**src/include/wdt_defs.svh**
```systemverilog
// register indices, field positions, reset values and timing counts of the watchdog
`ifndef WDT_DEFS_SVH
`define WDT_DEFS_SVH

// ----------------------------------------------------------------------------
// register indices (byte address is four times the index)
// ----------------------------------------------------------------------------
`define WDT_IDX_CTRL        16'h0000
`define WDT_IDX_STAT        16'h0001
`define WDT_IDX_SERVICE     16'hffff

// ----------------------------------------------------------------------------
// field positions
// ----------------------------------------------------------------------------
`define WDT_CTRL_DISABLE    0
`define WDT_CTRL_RATE       1
`define WDT_CTRL_STOP_EN    2
`define WDT_STAT_CAUSE      0
`define WDT_STAT_CNT_LSB    8
`define WDT_STAT_DRIVE      16
`define WDT_STAT_BLANK      17

// ----------------------------------------------------------------------------
// reset values
// ----------------------------------------------------------------------------
`define WDT_RST_DISABLE     1'b0
`define WDT_RST_RATE        1'b0
`define WDT_RST_STOP_EN     1'b1

// ----------------------------------------------------------------------------
// timing counts in oscillator cycles, and the oscillator frequency in Hz
// ----------------------------------------------------------------------------
`define WDT_LONG_LIMIT      18'h3fff0
`define WDT_SHORT_LIMIT     13'h1ff0
`define WDT_PULSE_OSC       32
`define WDT_POR_CLR_OSC     4096
`define WDT_OSC_HZ          47000

`endif

```
**src/include/wdt_pkg.sv**
```systemverilog
// types shared by the watchdog modules
package wdt_pkg;
    // software controls of the watchdog
    typedef struct packed {
        logic stop_enable;
        logic timeout_rate_select;
        logic watchdog_disable;
    } wdt_ctrl_t;

    // processor modes and test-voltage sensing
    typedef struct packed {
        logic stop_mode;
        logic monitor_mode;
        logic blank_vector_entry;
        logic break_state;
        logic irq_at_test_high_voltage;
        logic rst_at_test_high_voltage;
    } wdt_mode_t;

    // reset pin stretcher states
    typedef enum logic [0:0] {
        WDT_IDLE,
        WDT_DRIVE
    } wdt_pulse_st_t;
endpackage

```
**src/logic/wdt_ahb_slave.sv**
```systemverilog
// ahb-lite slave front end of the watchdog registers
`timescale 1ns/1ps
`include "wdt_defs.svh"
module wdt_ahb_slave
    import wdt_pkg::*;
(
    // clock and reset
    input  wire logic        sys_clk,
    input  wire logic        resetn,
    // ahb-lite
    input  wire logic        hsel,
    input  wire logic [31:0] haddr,
    input  wire logic [1:0]  htrans,
    input  wire logic        hwrite,
    input  wire logic [2:0]  hsize,
    input  wire logic [31:0] hwdata,
    input  wire logic        hready,
    output logic      [31:0] hrdata,
    output logic             hreadyout,
    output logic             hresp,
    // register side
    input  wire logic [31:0] rd_ctrl,
    input  wire logic [31:0] rd_stat,
    input  wire logic [7:0]  rd_vector_lo,
    output logic             wr_ctrl,
    output logic             wr_stat,
    output logic             wr_service,
    output logic      [31:0] wdata
);
    // ------------------------------------------------------------------------
    // decode
    // ------------------------------------------------------------------------
    function automatic logic wdt_hit(input logic [31:0] a, input logic [15:0] idx);
        return a[31:2] == {14'h0000, idx};
    endfunction

    // a valid transfer in the address phase
    wire       addr_go   = hsel & htrans[1] & hready;
    wire       hit_ctrl  = wdt_hit(haddr, `WDT_IDX_CTRL);
    wire       hit_stat  = wdt_hit(haddr, `WDT_IDX_STAT);
    wire       hit_svc   = wdt_hit(haddr, `WDT_IDX_SERVICE);
    wire [31:0] read_mux = hit_ctrl ? rd_ctrl :
                           hit_stat ? rd_stat :
                           hit_svc  ? {24'h000000, rd_vector_lo} : 32'h00000000;

    logic [2:0] wr_pend; // ctrl, stat, service writes awaiting data phase

    // zero wait states, always okay
    assign hreadyout  = 1'b1;
    assign hresp      = 1'b0;
    assign wr_ctrl    = wr_pend[0];
    assign wr_stat    = wr_pend[1];
    assign wr_service = wr_pend[2];
    assign wdata      = hwdata;

    // latch write decode and read data at the address phase edge
    always_ff @(posedge sys_clk or negedge resetn) begin
        if (!resetn) begin
            wr_pend <= 3'h0;
            hrdata  <= 32'h00000000;
        end else begin
            wr_pend <= {3{addr_go & hwrite}} & {hit_svc, hit_stat, hit_ctrl};
            hrdata  <= (addr_go & ~hwrite) ? read_mux : 32'h00000000;
        end
    end
endmodule

```
**src/logic/wdt_rst_stretch.sv**
```systemverilog
// stretches a watchdog overflow into a reset pin pulse of fixed oscillator length
`timescale 1ns/1ps
`include "wdt_defs.svh"
module wdt_rst_stretch
    import wdt_pkg::*;
#(
    parameter int PULSE_TICKS = `WDT_PULSE_OSC
)(
    // clock and reset
    input  wire logic sys_clk,
    input  wire logic resetn,
    // control
    input  wire logic trigger,
    input  wire logic osc_tick,
    output logic      driving
);
    initial begin
        if (PULSE_TICKS < 1 || PULSE_TICKS > 255) $error("PULSE_TICKS out of range");
    end

    localparam logic [7:0] LAST = 8'(PULSE_TICKS - 1);

    wdt_pulse_st_t st;
    logic [7:0]    ticks;

    assign driving = (st == WDT_DRIVE);

    // count raw oscillator ticks while the pin is held low
    always_ff @(posedge sys_clk or negedge resetn) begin
        if (!resetn) begin
            st    <= WDT_IDLE;
            ticks <= 8'h00;
        end else begin
            case (st)
                WDT_IDLE: begin
                    ticks <= 8'h00;
                    if (trigger) st <= WDT_DRIVE;
                end
                WDT_DRIVE: begin
                    if (osc_tick) begin
                        ticks <= ticks + 8'h01;
                        if (ticks == LAST) st <= WDT_IDLE;
                    end
                end
                default: st <= WDT_IDLE;
            endcase
        end
    end
endmodule

```
**src/logic/wdt_top.sv**
```systemverilog
// watchdog timer: prescaler, counter, overflow reset and register access
// ----------------------------------------------------------------------------
// What this block does
// - six-bit counter fed by a twelve-bit prescaler, both stepped by oscillator ticks.
// - only the internal oscillator tick steps the prescaler and counter.
// - rate bit set gives 2^13-2^4 ticks, clear gives 2^18-2^4; reset clears it.
// - unserviced overflow raises a system reset request.
// - any write to the service port clears counter and prescaler stages 12..5.
// - reading the service port returns the reset vector low byte.
// - overflow holds the reset pin low 32 ticks and sets the cause bit.
// - stop clears the prescaler; stop mode blocks oscillator ticks.
// - 4096 ticks after power-up the prescaler is cleared.
// - internal reset clears both prescaler and counter.
// - reset vector fetch clears the prescaler.
// - disable bit set stops the watchdog; clear lets it run.
// - no interrupt request is ever raised; reset only.
// - monitor mode with test voltage disables; blank-vector entry disables until power-on.
// - break state with test voltage on reset pin disables the watchdog.
// - counting continues in wait mode; software services from interrupts.
// - stop with stop disabled gives an illegal opcode reset instead.
// ----------------------------------------------------------------------------
//
// Implementation choice: register access over AHB-Lite.
`timescale 1ns/1ps
`include "wdt_defs.svh"
module wdt_top
    import wdt_pkg::*;
#(
    parameter int POR_TICKS   = `WDT_POR_CLR_OSC,
    parameter int PULSE_TICKS = `WDT_PULSE_OSC
)(
    // clock and reset
    input  wire logic        sys_clk,
    input  wire logic        resetn,
    // ahb-lite register bus
    input  wire logic        hsel,
    input  wire logic [31:0] haddr,
    input  wire logic [1:0]  htrans,
    input  wire logic        hwrite,
    input  wire logic [2:0]  hsize,
    input  wire logic [31:0] hwdata,
    input  wire logic        hready,
    output logic      [31:0] hrdata,
    output logic             hreadyout,
    output logic             hresp,
    // timebase and processor events
    input  wire logic        osc_tick,
    input  wire logic        internal_reset,
    input  wire logic        vector_fetch,
    input  wire logic        stop_exec,
    input  wire logic [7:0]  reset_vector_lo,
    input  wire wdt_mode_t   mode,
    // reset outputs
    output logic             rst_pin_out,
    output logic             rst_pin_oe,
    output logic             wdt_reset_req,
    output logic             illegal_op_reset
);
    initial begin
        if (POR_TICKS < 1 || POR_TICKS > 8191) $error("POR_TICKS out of range");
    end

    localparam logic [12:0] POR_LAST = 13'(POR_TICKS - 1);

    // ------------------------------------------------------------------------
    // state
    // ------------------------------------------------------------------------
    wdt_ctrl_t   ctrl;
    logic [5:0]  cnt;           // watchdog counter
    logic [11:0] pre;           // prescaler
    logic        cause;         // watchdog cause bit
    logic        blank_lock;    // blank-vector monitor entry latch
    logic [12:0] por_ticks;
    logic        por_done;
    logic        rst_drive;

    wire         wr_ctrl;
    wire         wr_stat;
    wire         wr_service;
    wire  [31:0] wdata;

    // ------------------------------------------------------------------------
    // register bus
    // ------------------------------------------------------------------------
    wire [31:0] rd_ctrl = {29'h00000000, ctrl.stop_enable, ctrl.timeout_rate_select,
                           ctrl.watchdog_disable};
    wire [31:0] rd_stat = {14'h0000, blank_lock, rst_drive, 2'h0, cnt, 7'h00, cause};

    wdt_ahb_slave u_bus (
        .sys_clk      (sys_clk),
        .resetn       (resetn),
        .hsel         (hsel),
        .haddr        (haddr),
        .htrans       (htrans),
        .hwrite       (hwrite),
        .hsize        (hsize),
        .hwdata       (hwdata),
        .hready       (hready),
        .hrdata       (hrdata),
        .hreadyout    (hreadyout),
        .hresp        (hresp),
        .rd_ctrl      (rd_ctrl),
        .rd_stat      (rd_stat),
        .rd_vector_lo (reset_vector_lo),
        .wr_ctrl      (wr_ctrl),
        .wr_stat      (wr_stat),
        .wr_service   (wr_service),
        .wdata        (wdata)
    );

    // ------------------------------------------------------------------------
    // disable conditions and tick gating
    // ------------------------------------------------------------------------
    // test voltage under monitor or break parks the watchdog
    wire mon_tst  = mode.monitor_mode &
                    (mode.irq_at_test_high_voltage | mode.rst_at_test_high_voltage);
    wire brk_tst  = mode.break_state & mode.rst_at_test_high_voltage;
    wire disabled = ctrl.watchdog_disable | mon_tst | blank_lock | brk_tst;
    // stop mode removes the timebase; wait mode does not
    wire tick_en  = osc_tick & ~mode.stop_mode;
    wire stop_ok  = stop_exec & ctrl.stop_enable;
    wire por_clr  = tick_en & ~por_done & (por_ticks == POR_LAST);
    wire pre_clr  = stop_ok | vector_fetch | por_clr;
    wire advance  = tick_en & ~disabled & ~rst_drive;

    // ------------------------------------------------------------------------
    // overflow detect
    // ------------------------------------------------------------------------
    wire [17:0] full_val  = {cnt, pre};
    wire        at_long   = (full_val == `WDT_LONG_LIMIT - 18'h00001);
    wire        at_short  = (full_val[12:0] == `WDT_SHORT_LIMIT - 13'h0001);
    wire        at_limit  = ctrl.timeout_rate_select ? at_short : at_long;
    wire        quiet     = ~internal_reset & ~wr_service & ~pre_clr;
    wire        overflow  = advance & quiet & at_limit;

    // ------------------------------------------------------------------------
    // next counter value, clears by priority
    // ------------------------------------------------------------------------
    logic [17:0] next_val;
    always_comb begin
        next_val = full_val;
        if (internal_reset || disabled || overflow) begin
            next_val = 18'h00000;
        end else if (wr_service) begin
            next_val = {6'h00, 8'h00, pre[3:0]};
        end else if (pre_clr) begin
            next_val = {cnt, 12'h000};
        end else if (advance) begin
            next_val = full_val + 18'h00001;
        end
    end

    // counter and prescaler
    always_ff @(posedge sys_clk or negedge resetn) begin
        if (!resetn) begin
            cnt <= 6'h00;
            pre <= 12'h000;
        end else begin
            cnt <= next_val[17:12];
            pre <= next_val[11:0];
        end
    end

    // ------------------------------------------------------------------------
    // control register
    // ------------------------------------------------------------------------
    always_ff @(posedge sys_clk or negedge resetn) begin
        if (!resetn) begin
            ctrl.watchdog_disable    <= `WDT_RST_DISABLE;
            ctrl.timeout_rate_select <= `WDT_RST_RATE;
            ctrl.stop_enable         <= `WDT_RST_STOP_EN;
        end else if (wr_ctrl) begin
            ctrl.watchdog_disable    <= wdata[`WDT_CTRL_DISABLE];
            ctrl.timeout_rate_select <= wdata[`WDT_CTRL_RATE];
            ctrl.stop_enable         <= wdata[`WDT_CTRL_STOP_EN];
        end
    end

    // ------------------------------------------------------------------------
    // cause bit and blank-vector latch
    // ------------------------------------------------------------------------
    // cause: set by overflow, write one clears, set wins
    always_ff @(posedge sys_clk or negedge resetn) begin
        if (!resetn) begin
            cause <= 1'b0;
        end else if (overflow) begin
            cause <= 1'b1;
        end else if (wr_stat && wdata[`WDT_STAT_CAUSE]) begin
            cause <= 1'b0;
        end
    end

    // blank-vector monitor entry holds off the watchdog until power-on
    always_ff @(posedge sys_clk or negedge resetn) begin
        if (!resetn) begin
            blank_lock <= 1'b0;
        end else if (mode.monitor_mode && mode.blank_vector_entry) begin
            blank_lock <= 1'b1;
        end
    end

    // ------------------------------------------------------------------------
    // power-up prescaler clear
    // ------------------------------------------------------------------------
    always_ff @(posedge sys_clk or negedge resetn) begin
        if (!resetn) begin
            por_ticks <= 13'h0000;
            por_done  <= 1'b0;
        end else if (tick_en && !por_done) begin
            por_ticks <= por_ticks + 13'h0001;
            por_done  <= (por_ticks == POR_LAST);
        end
    end

    // ------------------------------------------------------------------------
    // stop handling: illegal opcode reset when stop is not allowed
    // ------------------------------------------------------------------------
    always_ff @(posedge sys_clk or negedge resetn) begin
        if (!resetn) begin
            illegal_op_reset <= 1'b0;
        end else begin
            illegal_op_reset <= stop_exec & ~ctrl.stop_enable;
        end
    end

    // ------------------------------------------------------------------------
    // reset pin driver, open drain
    // ------------------------------------------------------------------------
    wdt_rst_stretch #(
        .PULSE_TICKS (PULSE_TICKS)
    ) u_stretch (
        .sys_clk  (sys_clk),
        .resetn   (resetn),
        .trigger  (overflow),
        .osc_tick (osc_tick),
        .driving  (rst_drive)
    );

    // only reset leaves this block, never an interrupt
    assign rst_pin_out   = 1'b0;
    assign rst_pin_oe    = rst_drive;
    assign wdt_reset_req = rst_drive;
endmodule

```
**config.mk**
```make
export PLATFORM = sky130hd
export DESIGN_NAME = wdt_top
export DESIGN_NICKNAME = d
export VERILOG_FILES = /design/src/include/wdt_pkg.sv /design/src/logic/wdt_ahb_slave.sv /design/src/logic/wdt_rst_stretch.sv /design/src/logic/wdt_top.sv
export VERILOG_INCLUDE_DIRS = /design/src /design/src/include
export SDC_FILE = /design/constraint.sdc
export NUM_CORES = 1
export LEC_CHECK = 0
export BUFFER_PORTS_ARGS = -buffer_cell sky130_fd_sc_hd__buf_2
export CORE_UTILIZATION = 35
export DETAILED_ROUTE_END_ITERATION = 8
export PLACE_DENSITY = 0.58
export SYNTH_ARGS = -nofsm -noshare
export SYNTH_HDL_FRONTEND = slang
export SYNTH_SLANG_ARGS = --single-unit
```
**constraint.sdc**
```tcl
create_clock -name sys_clk -period 2.6 [get_ports sys_clk]
set_input_delay 0.13 -clock sys_clk [delete_from_list [all_inputs] [get_ports sys_clk]]
set_output_delay 0.13 -clock sys_clk [all_outputs]
set_load 0.05 [all_outputs]
```
## Word level (Yosys, flattened, before mapping)

Index checks and enable logic that the tools add are counted.

- Reductions and logical operators: 13
- Bitwise gates (word level): 33
- Eq/ne operators: 9
- Add/sub/neg operators: 3
- Mux-type cells: 17

Operators by type and width:

| operator | number |
|---|---|
| $mux 32 | 3 |
| $mux 18 | 4 |
| $eq 30x1->1 const B | 1 |
| $eq 30x16->1 const B | 1 |
| $logic_not 30->1 | 1 |
| $add 18x1->18 const B | 1 |
| $eq 18x18->1 const B | 1 |
| $and 1x1->1 | 17 |
| $mux 8 | 2 |
| $pmux 8 s2 | 1 |
| $add 13x1->13 const B | 1 |
| $eq 13x12->1 const B | 1 |
| $eq 13x13->1 const B | 1 |
| $not 1->1 | 9 |
| $add 8x1->8 const B | 1 |
| $eq 8x5->1 const B | 1 |
| $mux 1 | 6 |
| $or 1x1->1 | 6 |
| $reduce_bool 3->1 | 2 |
| $ne 2x2->1 const B | 2 |
| $reduce_and 2->1 | 2 |
| $reduce_bool 4->1 | 1 |
| $and 3x3->3 | 1 |
| $logic_and 1x1->1 | 3 |
| other kinds (5) | 6 |

- Logic and storage cells: 90
- Output and inout port bits: 38
- Register bits after elaboration: 82

## Logic depth before layout (Yosys ltp)

Gate-level depths: netlist (run 1).

- Depth in word-level cells: 13
- Gate-level depth with buffers: 8

## By module

Synthesis (run 1) repeated with hierarchy kept, for this count alone.

- Cells, all modules: 433
- Area total of the unflattened synthesis: 4478.0 um2

Modules (own cells, without submodules):

| module | cells each | seq. area each (um2) | area an instance (um2) | instances |
|---|---|---|---|---|
| wdt_top | 206 | 952.2 | 2034.5 | 1 |
| wdt_ahb_slave | 185 | 875.8 | 1975.6 | 1 |
| wdt_rst_stretch | 42 | 225.2 | 467.9 | 1 |

## Worst setup path after synthesis (run 1)

OpenSTA, ideal clock, no wires.

- Path kind: flip-flop to flip-flop
- Start point: reg por_done
- End point: reg cnt[4]
- Path slack: 491 ps
- Data required time: 2471 ps
- Data arrival time: 1980 ps
- Cell stages (with the launch flop): 8
- Path through: dfrtp_1 > or3b_4 > or4_4 > and3_1 > buf_6 > buf_6 > a32oi_1 > o31ai_1

- Cells in the longest elaborated chain, start to end: 11
- Elaborated cells on any way between the ends: 13
- Classes of those cells: eq/ne (1); mux (1); bitwise (8); reduce/logical (3)

RTL lines:

| element | line | RTL |
|---|---|---|
| start, declared | wdt_top.sv:74 | `logic por_done;` |
| start signal, assigned | wdt_top.sv:211 | `por_done <= (por_ticks == POR_LAST);` |
| $not 1->1 * | wdt_top.sv:122 | `wire por_clr = tick_en & ~por_done & (por_ticks == POR_LAST);` |
| $and 1x1->1 * (2 in a row) | wdt_top.sv:122 |  |
| $or 1x1->1 * | wdt_top.sv:123 | `wire pre_clr = stop_ok \| vector_fetch \| por_clr;` |
| $not 1->1 | wdt_top.sv:133 | `wire quiet = ~internal_reset & ~wr_service & ~pre_clr;` |
| $and 1x1->1 | wdt_top.sv:133 |  |
| $and 1x1->1 (2 in a row) | wdt_top.sv:134 | `wire overflow = advance & quiet & at_limit;` |
| $logic_or 1x1->1 | wdt_top.sv:142 | `if (internal_reset \|\| disabled \|\| overflow) begin` |
| $ne 3x1->1 (no line) / $reduce_bool 3->1 (equally long branches) | -- |  |
| $reduce_and 2->1 (no line) | -- |  |
| end signal, assigned | wdt_top.sv:159 | `cnt <= next_val[17:12];` |
| end, declared | wdt_top.sv:69 | `logic [5:0] cnt;` |

Every way passes the cells marked *; elsewhere a longest branch is shown, timed or not.
A chain may end at the register's enable or synchronous reset.

## Worst setup path after layout (run 1)

- Start point: reg por_done
- End point: reg pre[4]

- Cells in the longest elaborated chain, start to end: 10
- Elaborated cells on any way between the ends: 13
- Classes of those cells: mux (3); bitwise (8); reduce/logical (2)

RTL lines:

| element | line | RTL |
|---|---|---|
| $not 1->1 * | wdt_top.sv:122 |  |
| $and 1x1->1 * (2 in a row) | wdt_top.sv:122 |  |
| $or 1x1->1 * | wdt_top.sv:123 |  |
| $not 1->1 | wdt_top.sv:133 |  |
| $and 1x1->1 | wdt_top.sv:133 |  |
| $and 1x1->1 (2 in a row) | wdt_top.sv:134 |  |
| $logic_or 1x1->1 | wdt_top.sv:142 |  |
| $reduce_bool 4->1 (no line) / $mux 18 (equally long branches) | -- |  |
| end signal, assigned | wdt_top.sv:160 | `pre <= next_val[11:0];` |
| end, declared | wdt_top.sv:70 | `logic [11:0] pre;` |

Every way passes the cells marked *; elsewhere a longest branch is shown, timed or not. The select of a mux whose other input is x is not followed.

==> results of run 1 <==
-- per-layer routing --
layer  share of wire, %  vias to the layer above
li1                   -                     1406
met1                 45                     1384
met2                 48                       81
met3                4.9                       11
met4                1.7                        0
met5                  0                        -
-- worst max-delay path, cell delays in order, from the launching register on --
cell and delay [ns]:
dfrtp_1 0.40, or3b_4 0.40, or4_4 0.57, and3_1 0.33, buf_4 0.22, nand2_1 0.16
o21ai_0 0.11
-- placed cells by master, fill, tap and decap left out, drive strengths merged, types with 11 or more instances in the layout --
cell and instances:
dfrtp 65, conb 19, buf 84, nand3 16, clkbuf 12, nand2 24, nor2 23, and2 17
nand4 19, xnor2 13, inv 15, nor4 11
-- power groups by stage --
stage | clock network (mW) | logic [mW] | registers, mW
2_1_floorplan | 0 | 0.102 | 1.05
5_1_grt | 0.781 | 0.183 | 1.03
6_report | 0.717 | 0.167 | 1.03
4_1_cts | 0.735 | 0.169 | 1.03
3_3_place_gp | 0 | 0.159 | 1.05
3_5_place_dp | 0 | 0.161 | 1.05
-- kinds of logic after synthesis --
group / count (synthesis) / share of synthesized area (%)
AOI/OAI and AO/OA: 59 / 11.9
xor gates and xnor gates: 19 / 4.87
adders and majority gates: 3 / 1.10
buffers and inverters: 42 / 7.50
DFF: 66 / 48.3
muxes: 5 / 1.61
other: 2 / 0.220
and+or+nand+nor: 150 / 24.4
-- cell type report --
class                           instances  area [sq um]  area share (%)
Tap cell                              129           161            3.94
Inverter                               15          56.3            1.37
Sequential cell                        66          1650            40.3
Timing Repair Buffer                   90           503            12.3
Clock inverter                          3          17.5           0.427
Clock buffer                           12           135            3.30
Multi-Input combinational cell        255          1570            38.4
-- final timing paths --
check,startpoint,to,slack [ns]
worst max-delay path,por_done,pre[4],0.28
worst min-delay path,mode[3],blank_lock,0.009
worst max register to register,por_done,pre[4],0.28
worst min register to register,blank_lock,blank_lock,0.47
max in group asynchronous,resetn,por_ticks[0],1.49
min in group asynchronous,resetn,u_bus.hrdata[10],0.35
-- sequential cells by signal, indices dropped and copies added, names as in the netlist --
name,flops
blank_lock,1
cause,1
cnt,6
ctrl,3
illegal_op_reset,1
por_done,1
por_ticks,13
pre,12
u_bus.hrdata,16
u_bus.wr_pend,3
u_stretch.driving,1
u_stretch.ticks,8
-- what timing repair did --
action                    4_1_cts  5_1_grt
resized for setup               0        0
hold buffers                    6        0
hold endpoints to repair       30        0
buffers inserted                0        0
==> results.txt, run 1 <==
- STA classifies the critical path startpoint as a register.
* Sort of element at the end of the critical path: register
- In the final routed layout, each cell accounts on average for 13.6 microns.
- Number of non-filler instances in the completed layout: 570
- Sequential elements use 48.3% of the synthesized area.
- OpenSTA, run right after detailed placement, puts the worst setup slack at 0.324 ns.
* Maximum clock path buffer count: 2
- The final hold violation count was 0.
* DRC violations left: 0
- For the worst flop-to-flop path, the logic depth is 6.
- Leading cell type by number of instances after synthesis: dfrtp_1
* Count of endpoints failing setup in the final report: 0
* Required time of the critical path: 2.81 ns
- TritonCTS built the clock tree.
- In this run the biggest area consumer among cell types represents 47.6% of the synthesized area.
- Number of diodes: 0
- The number of placed instances, taps included, is 549.
- Iter 0 DRT Violations: between 90 and 100
* Instance count of the mapped netlist: 346
* Final worst-path cycle share: 89.1%
- Per report_power, the combinational group accounts for under 10% of the total.
* Finished Core Util: between 40% and 50%
- For met1 alone, demand over resource in global routing was 20.8%.
- Top post-synthesis cells by count: 65 x dfrtp_1, 24 x nand2_1, 23 x nor2_1
- Once routing completed, OpenROAD measured the worst setup slack at between 0.2 and 0.3 ns.
- Die height: a little over 100 microns
* Proportion of power drawn by the clock network: 37.4%
- Initial core utilization: 36.5%
* Type of the worst setup path: reg -> reg
- Area of the die: 0.0102 sq mm
- Clock edge transition at the registers on the reported setup and hold paths: ~0.070 ns
- Post-synthesis register bit count: 66
* Unrepaired setup endpoints after global routing: false
- Before antenna repair, the detailed router went through 4 iterations.
- Averaged over all synthesized cells, the footprint is 9.88 sq um.
- Number of global-route vias before repair: 2,762
- Main area contributors after synthesis: dfrtp_1 48%, buf_4 4.4%, nand4_1 3.5%
- Number of primary I/O pins: 130
- The count of nets left with antenna violations once routing finished came out at 0.
- Number of inserted filler cells in the final layout: 957
* Met2 capacity usage during global routing: 26.9%
* Final Critical Period: about 2.3 ns
* Clock skew: 0.0111 ns
- Gpl congestion: approximately 0.84
- Total vias in the final route: 2,882
* Status: finished, final reports clean
- At the pin with the least slew margin, the transition time is 0.613 ns.
- Maximum VDD drop: 0.241 mV
- The number of clock buffers added by TritonCTS is 9.
* Finished layout cell area: between 0.004 and 0.005 sq mm
- PwrDens: 467 mW/mm^2
- After synthesis the cells add up to 0.00342 sq mm.
- Pint: ~1.4 mW
- In this run switching power makes up 26.1% of total power.
- Prevailing post-synth register cell: dfrtp_1
- Setup total negative slack on the finished layout was measured at 0 ns.
- Max frequency: 432 MHz
- Total grt overflow: 0
- First-pass GRT wire length: 12,900 microns
- In this run, synthesis inferred 0 flip-flops with an integrated enable.
- During synthesis, Yosys emitted a total of 0 warnings.
- After legalization and detailed placement, the total HPWL measured 5850 microns.
* Nets: 532
- Aggregate routed wire length: 7750 microns
- Fraction of registers with async set or reset after synthesis: 100%
- Entering global routing, the biggest net connects 28 pins.
* Global-route track usage on met3: 4.23%
- Width of the chip: 101 microns
- Worst-path maximum fanout: 11
- Clock root buffer master: clkbuf_8
- Summed over all nets, the switching power comes to 500 uW.
* Routing layer with the top usage in global route: met2
- Count of pins over their slew limit: 0
- The clock reaches the later pin of the worst-skew pair after about 0.34 ns.
- The share of total power dissipated in sequential elements is 53.8%.
* Count of buffers from port buffering: 75
- Measured against its own limit, the worst slew margin works out to between 50% and 60%.
- Overall power consumption: roughly 1.9 mW
- Count of H-tree levels built during CTS: 3
- In this run the static leakage power is 1.89 nW.
- Dividing the detail-routed via count by the number of cells gives 5.06.
- Global routing consumed, over all layers together, between 10% and 20% of the routing resources.
* Initial antenna violation count: 0
- Once placement finished, the instance area stood at 0.00389 sq mm.
* Relative area change from synthesis to final layout: 19.9%
- In the final layout, the share of cells above drive strength 1 is 25.6%.
* Post-synth top area cell: dfrtp_1
- The core region is around 0.0094 sq mm.
- Smallest hold slack: 0.00923 ns
- The min-delay analysis places its worst path in the category in -> reg.
* Hold Path Depth: 2
- Synthesis instantiated 55 different standard cells from the library.
- Counting every sink on the clock net gives 66.
- Across the run, the number of max-cap violations was 0.
- Data arrival, critical path: 2.53 ns
- Std cell rows: 35
No activity file was read; power rests on OpenSTA's default activity.
==> inputs of run 2 (changes only) <==
--- a/config.mk
+++ b/config.mk
@@ -7,9 +7,10 @@
 export NUM_CORES = 1
 export LEC_CHECK = 0
 export BUFFER_PORTS_ARGS = -buffer_cell sky130_fd_sc_hd__buf_2
-export CORE_UTILIZATION = 35
+export CORE_UTILIZATION = 49
 export DETAILED_ROUTE_END_ITERATION = 8
-export PLACE_DENSITY = 0.58
+export PLACE_DENSITY = 0.78
+export RECOVER_POWER = 100
 export SYNTH_ARGS = -nofsm -noshare
 export SYNTH_HDL_FRONTEND = slang
 export SYNTH_SLANG_ARGS = --single-unit
==> results.txt, run 2 (same netlist as run 1, synthesis figures left out) <==
- The horizontal die dimension came to 85.5 microns (-15%).
- Status: finished with violations
* DRC violations left: 0 (unchanged)
- The H-tree depth is 3 (unchanged).
* Met3 layer wire length in the routed design: 316 microns (-16%)
* Registers with the most flip-flops: u_bus.hrdata: 16 flops, por_ticks: 13 flops, pre: 12 flops
- Most used cells in the layout excluding fill and tap cells: 65 x dfrtp_1, 52 x buf_2, 28 x clkbuf_1
- Footprint of the multi-input gates: 0.00157 sq mm (-0.40%)
* Max reg flops: 16 (unchanged)
- The data required time at the worst endpoint came to 2.83 ns (+0.02 ns).
- The count of endpoints failing setup in the final report is 0 (unchanged).
- The min-delay analysis places its worst path in the category in -> reg.
* Clock skew: 0.00759 ns (-0.00347 ns)
- The initial cell density of the core came to 50.6% (+14 points).
* Total grt overflow: 0 (unchanged)
* Clock latency of the later-clocked register in the worst-skew pair: 0.35 ns (about the same)
- Number of global-route vias before repair: 2,858 (+3.5%)
- Number of buffers inserted to repair setup after CTS: 0 (unchanged)
* Average wire per standard cell: 14.8 microns (+9.0%)
- Fraction of final layout cells with drive strength greater than 1: 18.8% (-6.8 points)
- Std cell rows: 30 (-14%)
- Area of the die: 0.00732 sq mm (-28%)
* Hold Path Depth: 2 (unchanged)
- Combinational group share of total power: 8.0% (-0.7 points)
- Worst-path maximum fanout: 16 (+5)
- The worst slew margin relative to its limit is -15.9% (-75 points).
- Pint: 1.60 mW (+13%)
* Area of the core: 0.00676 sq mm (-28%)
* Total vias in the final route: 2,938 (+1.9%)
* Number of nets with antenna violations after detailed routing: 0 (unchanged)
* Number of clock buffers inserted by TritonCTS: 9 (unchanged)
* Biggest register: u_bus.hrdata
* Sequential group share of total power: 49.1% (-4.7 points)
- The sum of net half-perimeters after detailed placement is 5500 microns (-5.9%).
- Count of pins over their slew limit: 31 (+31)
- The setup TNS is 0 ns (unchanged).
- The final reports fail on max-capacitance violations, max-slew violations.
* Wire length the detailed router placed on met1: 3160 microns (-9.9%)
- Iter 0 DRT Violations: 121 (+27%)
- Nets: 531 (-0.19%)
- Type of the worst setup path: reg -> reg
- The final period demand of the worst path came to 2.45 ns (+0.131 ns).
- The root buffer cell chosen for the clock tree is clkbuf_8.
- The switching portion of total power is 23.9% (-2.3 points).
* Number of hold-slack violations in the final timing report: 0 (unchanged)
- Most frequent standard cell in the layout excluding fill and tap cells: dfrtp_1
* Met2 wire len: 3990 microns (+6.9%)
- The clock power share is 42.9% (+5.5 points).
* Relative area change from synthesis to final layout: 18.7%
- Gpl congestion: 0.887 (+5.1%)
- The areal power density over the cells was 517 mW/mm^2 (+11%).
- The wire length of the first global-routing pass is 12,800 microns (-0.85%).
- Leakage Power: 1.80 nW (-4.8%)
- Top sig layer: met4
* Final worst-path cycle share: 94.2% (+5.0 points)
- The largest net degree at the start of global routing is 37 (+32%).
* Clock tree sinks: 66 (unchanged)
* Avg Vias per Cell: 5.64 (+12%)
* Aggregate routed wire length: 7720 microns (-0.34%)
* Maximum VDD drop: 0.255 mV (+5.7%)
- Overall power consumption: 2.10 mW (+9.7%)
* Startpoint type of the worst setup path: register
- The number of search-and-repair iterations in the first detailed-routing pass is 4 (unchanged).
* Number of inserted filler cells in the final layout: 606 (-37%)
- The height of the chip was 85.5 microns (-15%).
* Data arrival, critical path: 2.68 ns (+0.15 ns)
* Maximum clock path buffer count: 2 (unchanged)
- The global router's overall resource usage came to 22.7% (+6.4 points).
- Initial antenna violation count: 0 (unchanged)
- TritonCTS built the clock tree.
* Count of buffers from port buffering: 75 (unchanged)
* Sort of element at the end of the critical path: register
- The clock transition time at the flip-flop clock pins of the worst setup and hold paths came to 0.07 ns (about the same).
* Unrepaired setup endpoints after global routing: false
- The antenna diode count came to 0 (unchanged).
- Max frequency: 408 MHz (-5.3%)
- Cell count of the worst reg-to-reg path: 5 (-1)
- Max cap viols: 1 (+1)
- Number of primary I/O pins: 130 (unchanged)
- Least-Margin Pin Slew: 1.74 ns (+1.13 ns)
- The storage element area came to 0.00165 sq mm (unchanged).
- The switching power was 501 uW (+0.21%).
[run 2: stage by stage]
step / util, % / cell area [sq um] / instances / hold slack, ns / setup slack [ns]
2_1_floorplan: - / 3480 / 363 / -0.166 / 0.491
5_1_grt: 60.1 / 4060 / 521 / 0.0309 / 0.0461
3_3_place_gp: 56.5 / 3820 / 497 / 0.227 / 0.282
6_report: 60.1 / 4060 / 521 / 0.0252 / 0.152
4_1_cts: 60.7 / 4100 / 521 / 0.0142 / 0.264
3_5_place_dp: 56.5 / 3820 / 497 / 0.223 / 0.283
[run 2: cell type report]
type,count,share of cell area [%]
flip-flops and latches,66,40.7
multi-input cells,255,38.6
well taps,80,2.47
clock buffers,14,4.26
clock inverters,2,0.863
inverters,15,1.39
repair buffers,89,11.7
[run 2: power groups by stage]
stage          clock network (mW)  registers, mW  logic (mW)
6_report                    0.901           1.03       0.167
5_1_grt                     0.953           1.03       0.183
4_1_cts                     0.918           1.03       0.169
3_5_place_dp                    0           1.05       0.160
3_3_place_gp                    0           1.05       0.156
2_1_floorplan                   0           1.05       0.102
[run 2: path summary, 6_finish.rpt]
kind / from / to / slack, ns
min reg2reg: por_ticks[11] / por_ticks[11] / 0.47
max in group asynchronous: resetn / por_ticks[3] / 0.81
min: mode[4] / blank_lock / 0.03
max reg2reg: por_done / pre[2] / 0.15
max: por_done / pre[2] / 0.15
min in group asynchronous: resetn / u_bus.hrdata[8] / 0.77
[run 2: repair_timing]
| item | in CTS | in global routing |
|---|---|---|
| endpoints found under the hold margin | 37 | 0 |
| hold buffers | 8 | 0 |
| gates resized for setup | 0 | 0 |
[run 2: worst max-delay path, cell delays in order, from the launching register on]
cell and delay (ns):
dfrtp_1 0.40, or3b_1 0.41, or4_1 0.62, and3_1 0.41
and2_4 0.26, a32o_1 0.25
[run 2: metal layers]
metal	up-vias	track usage [%]
met5	-	0
met4	0	12.6
met3	21	4.33
met2	85	39.9
met1	1427	26.2
li1	1405	-
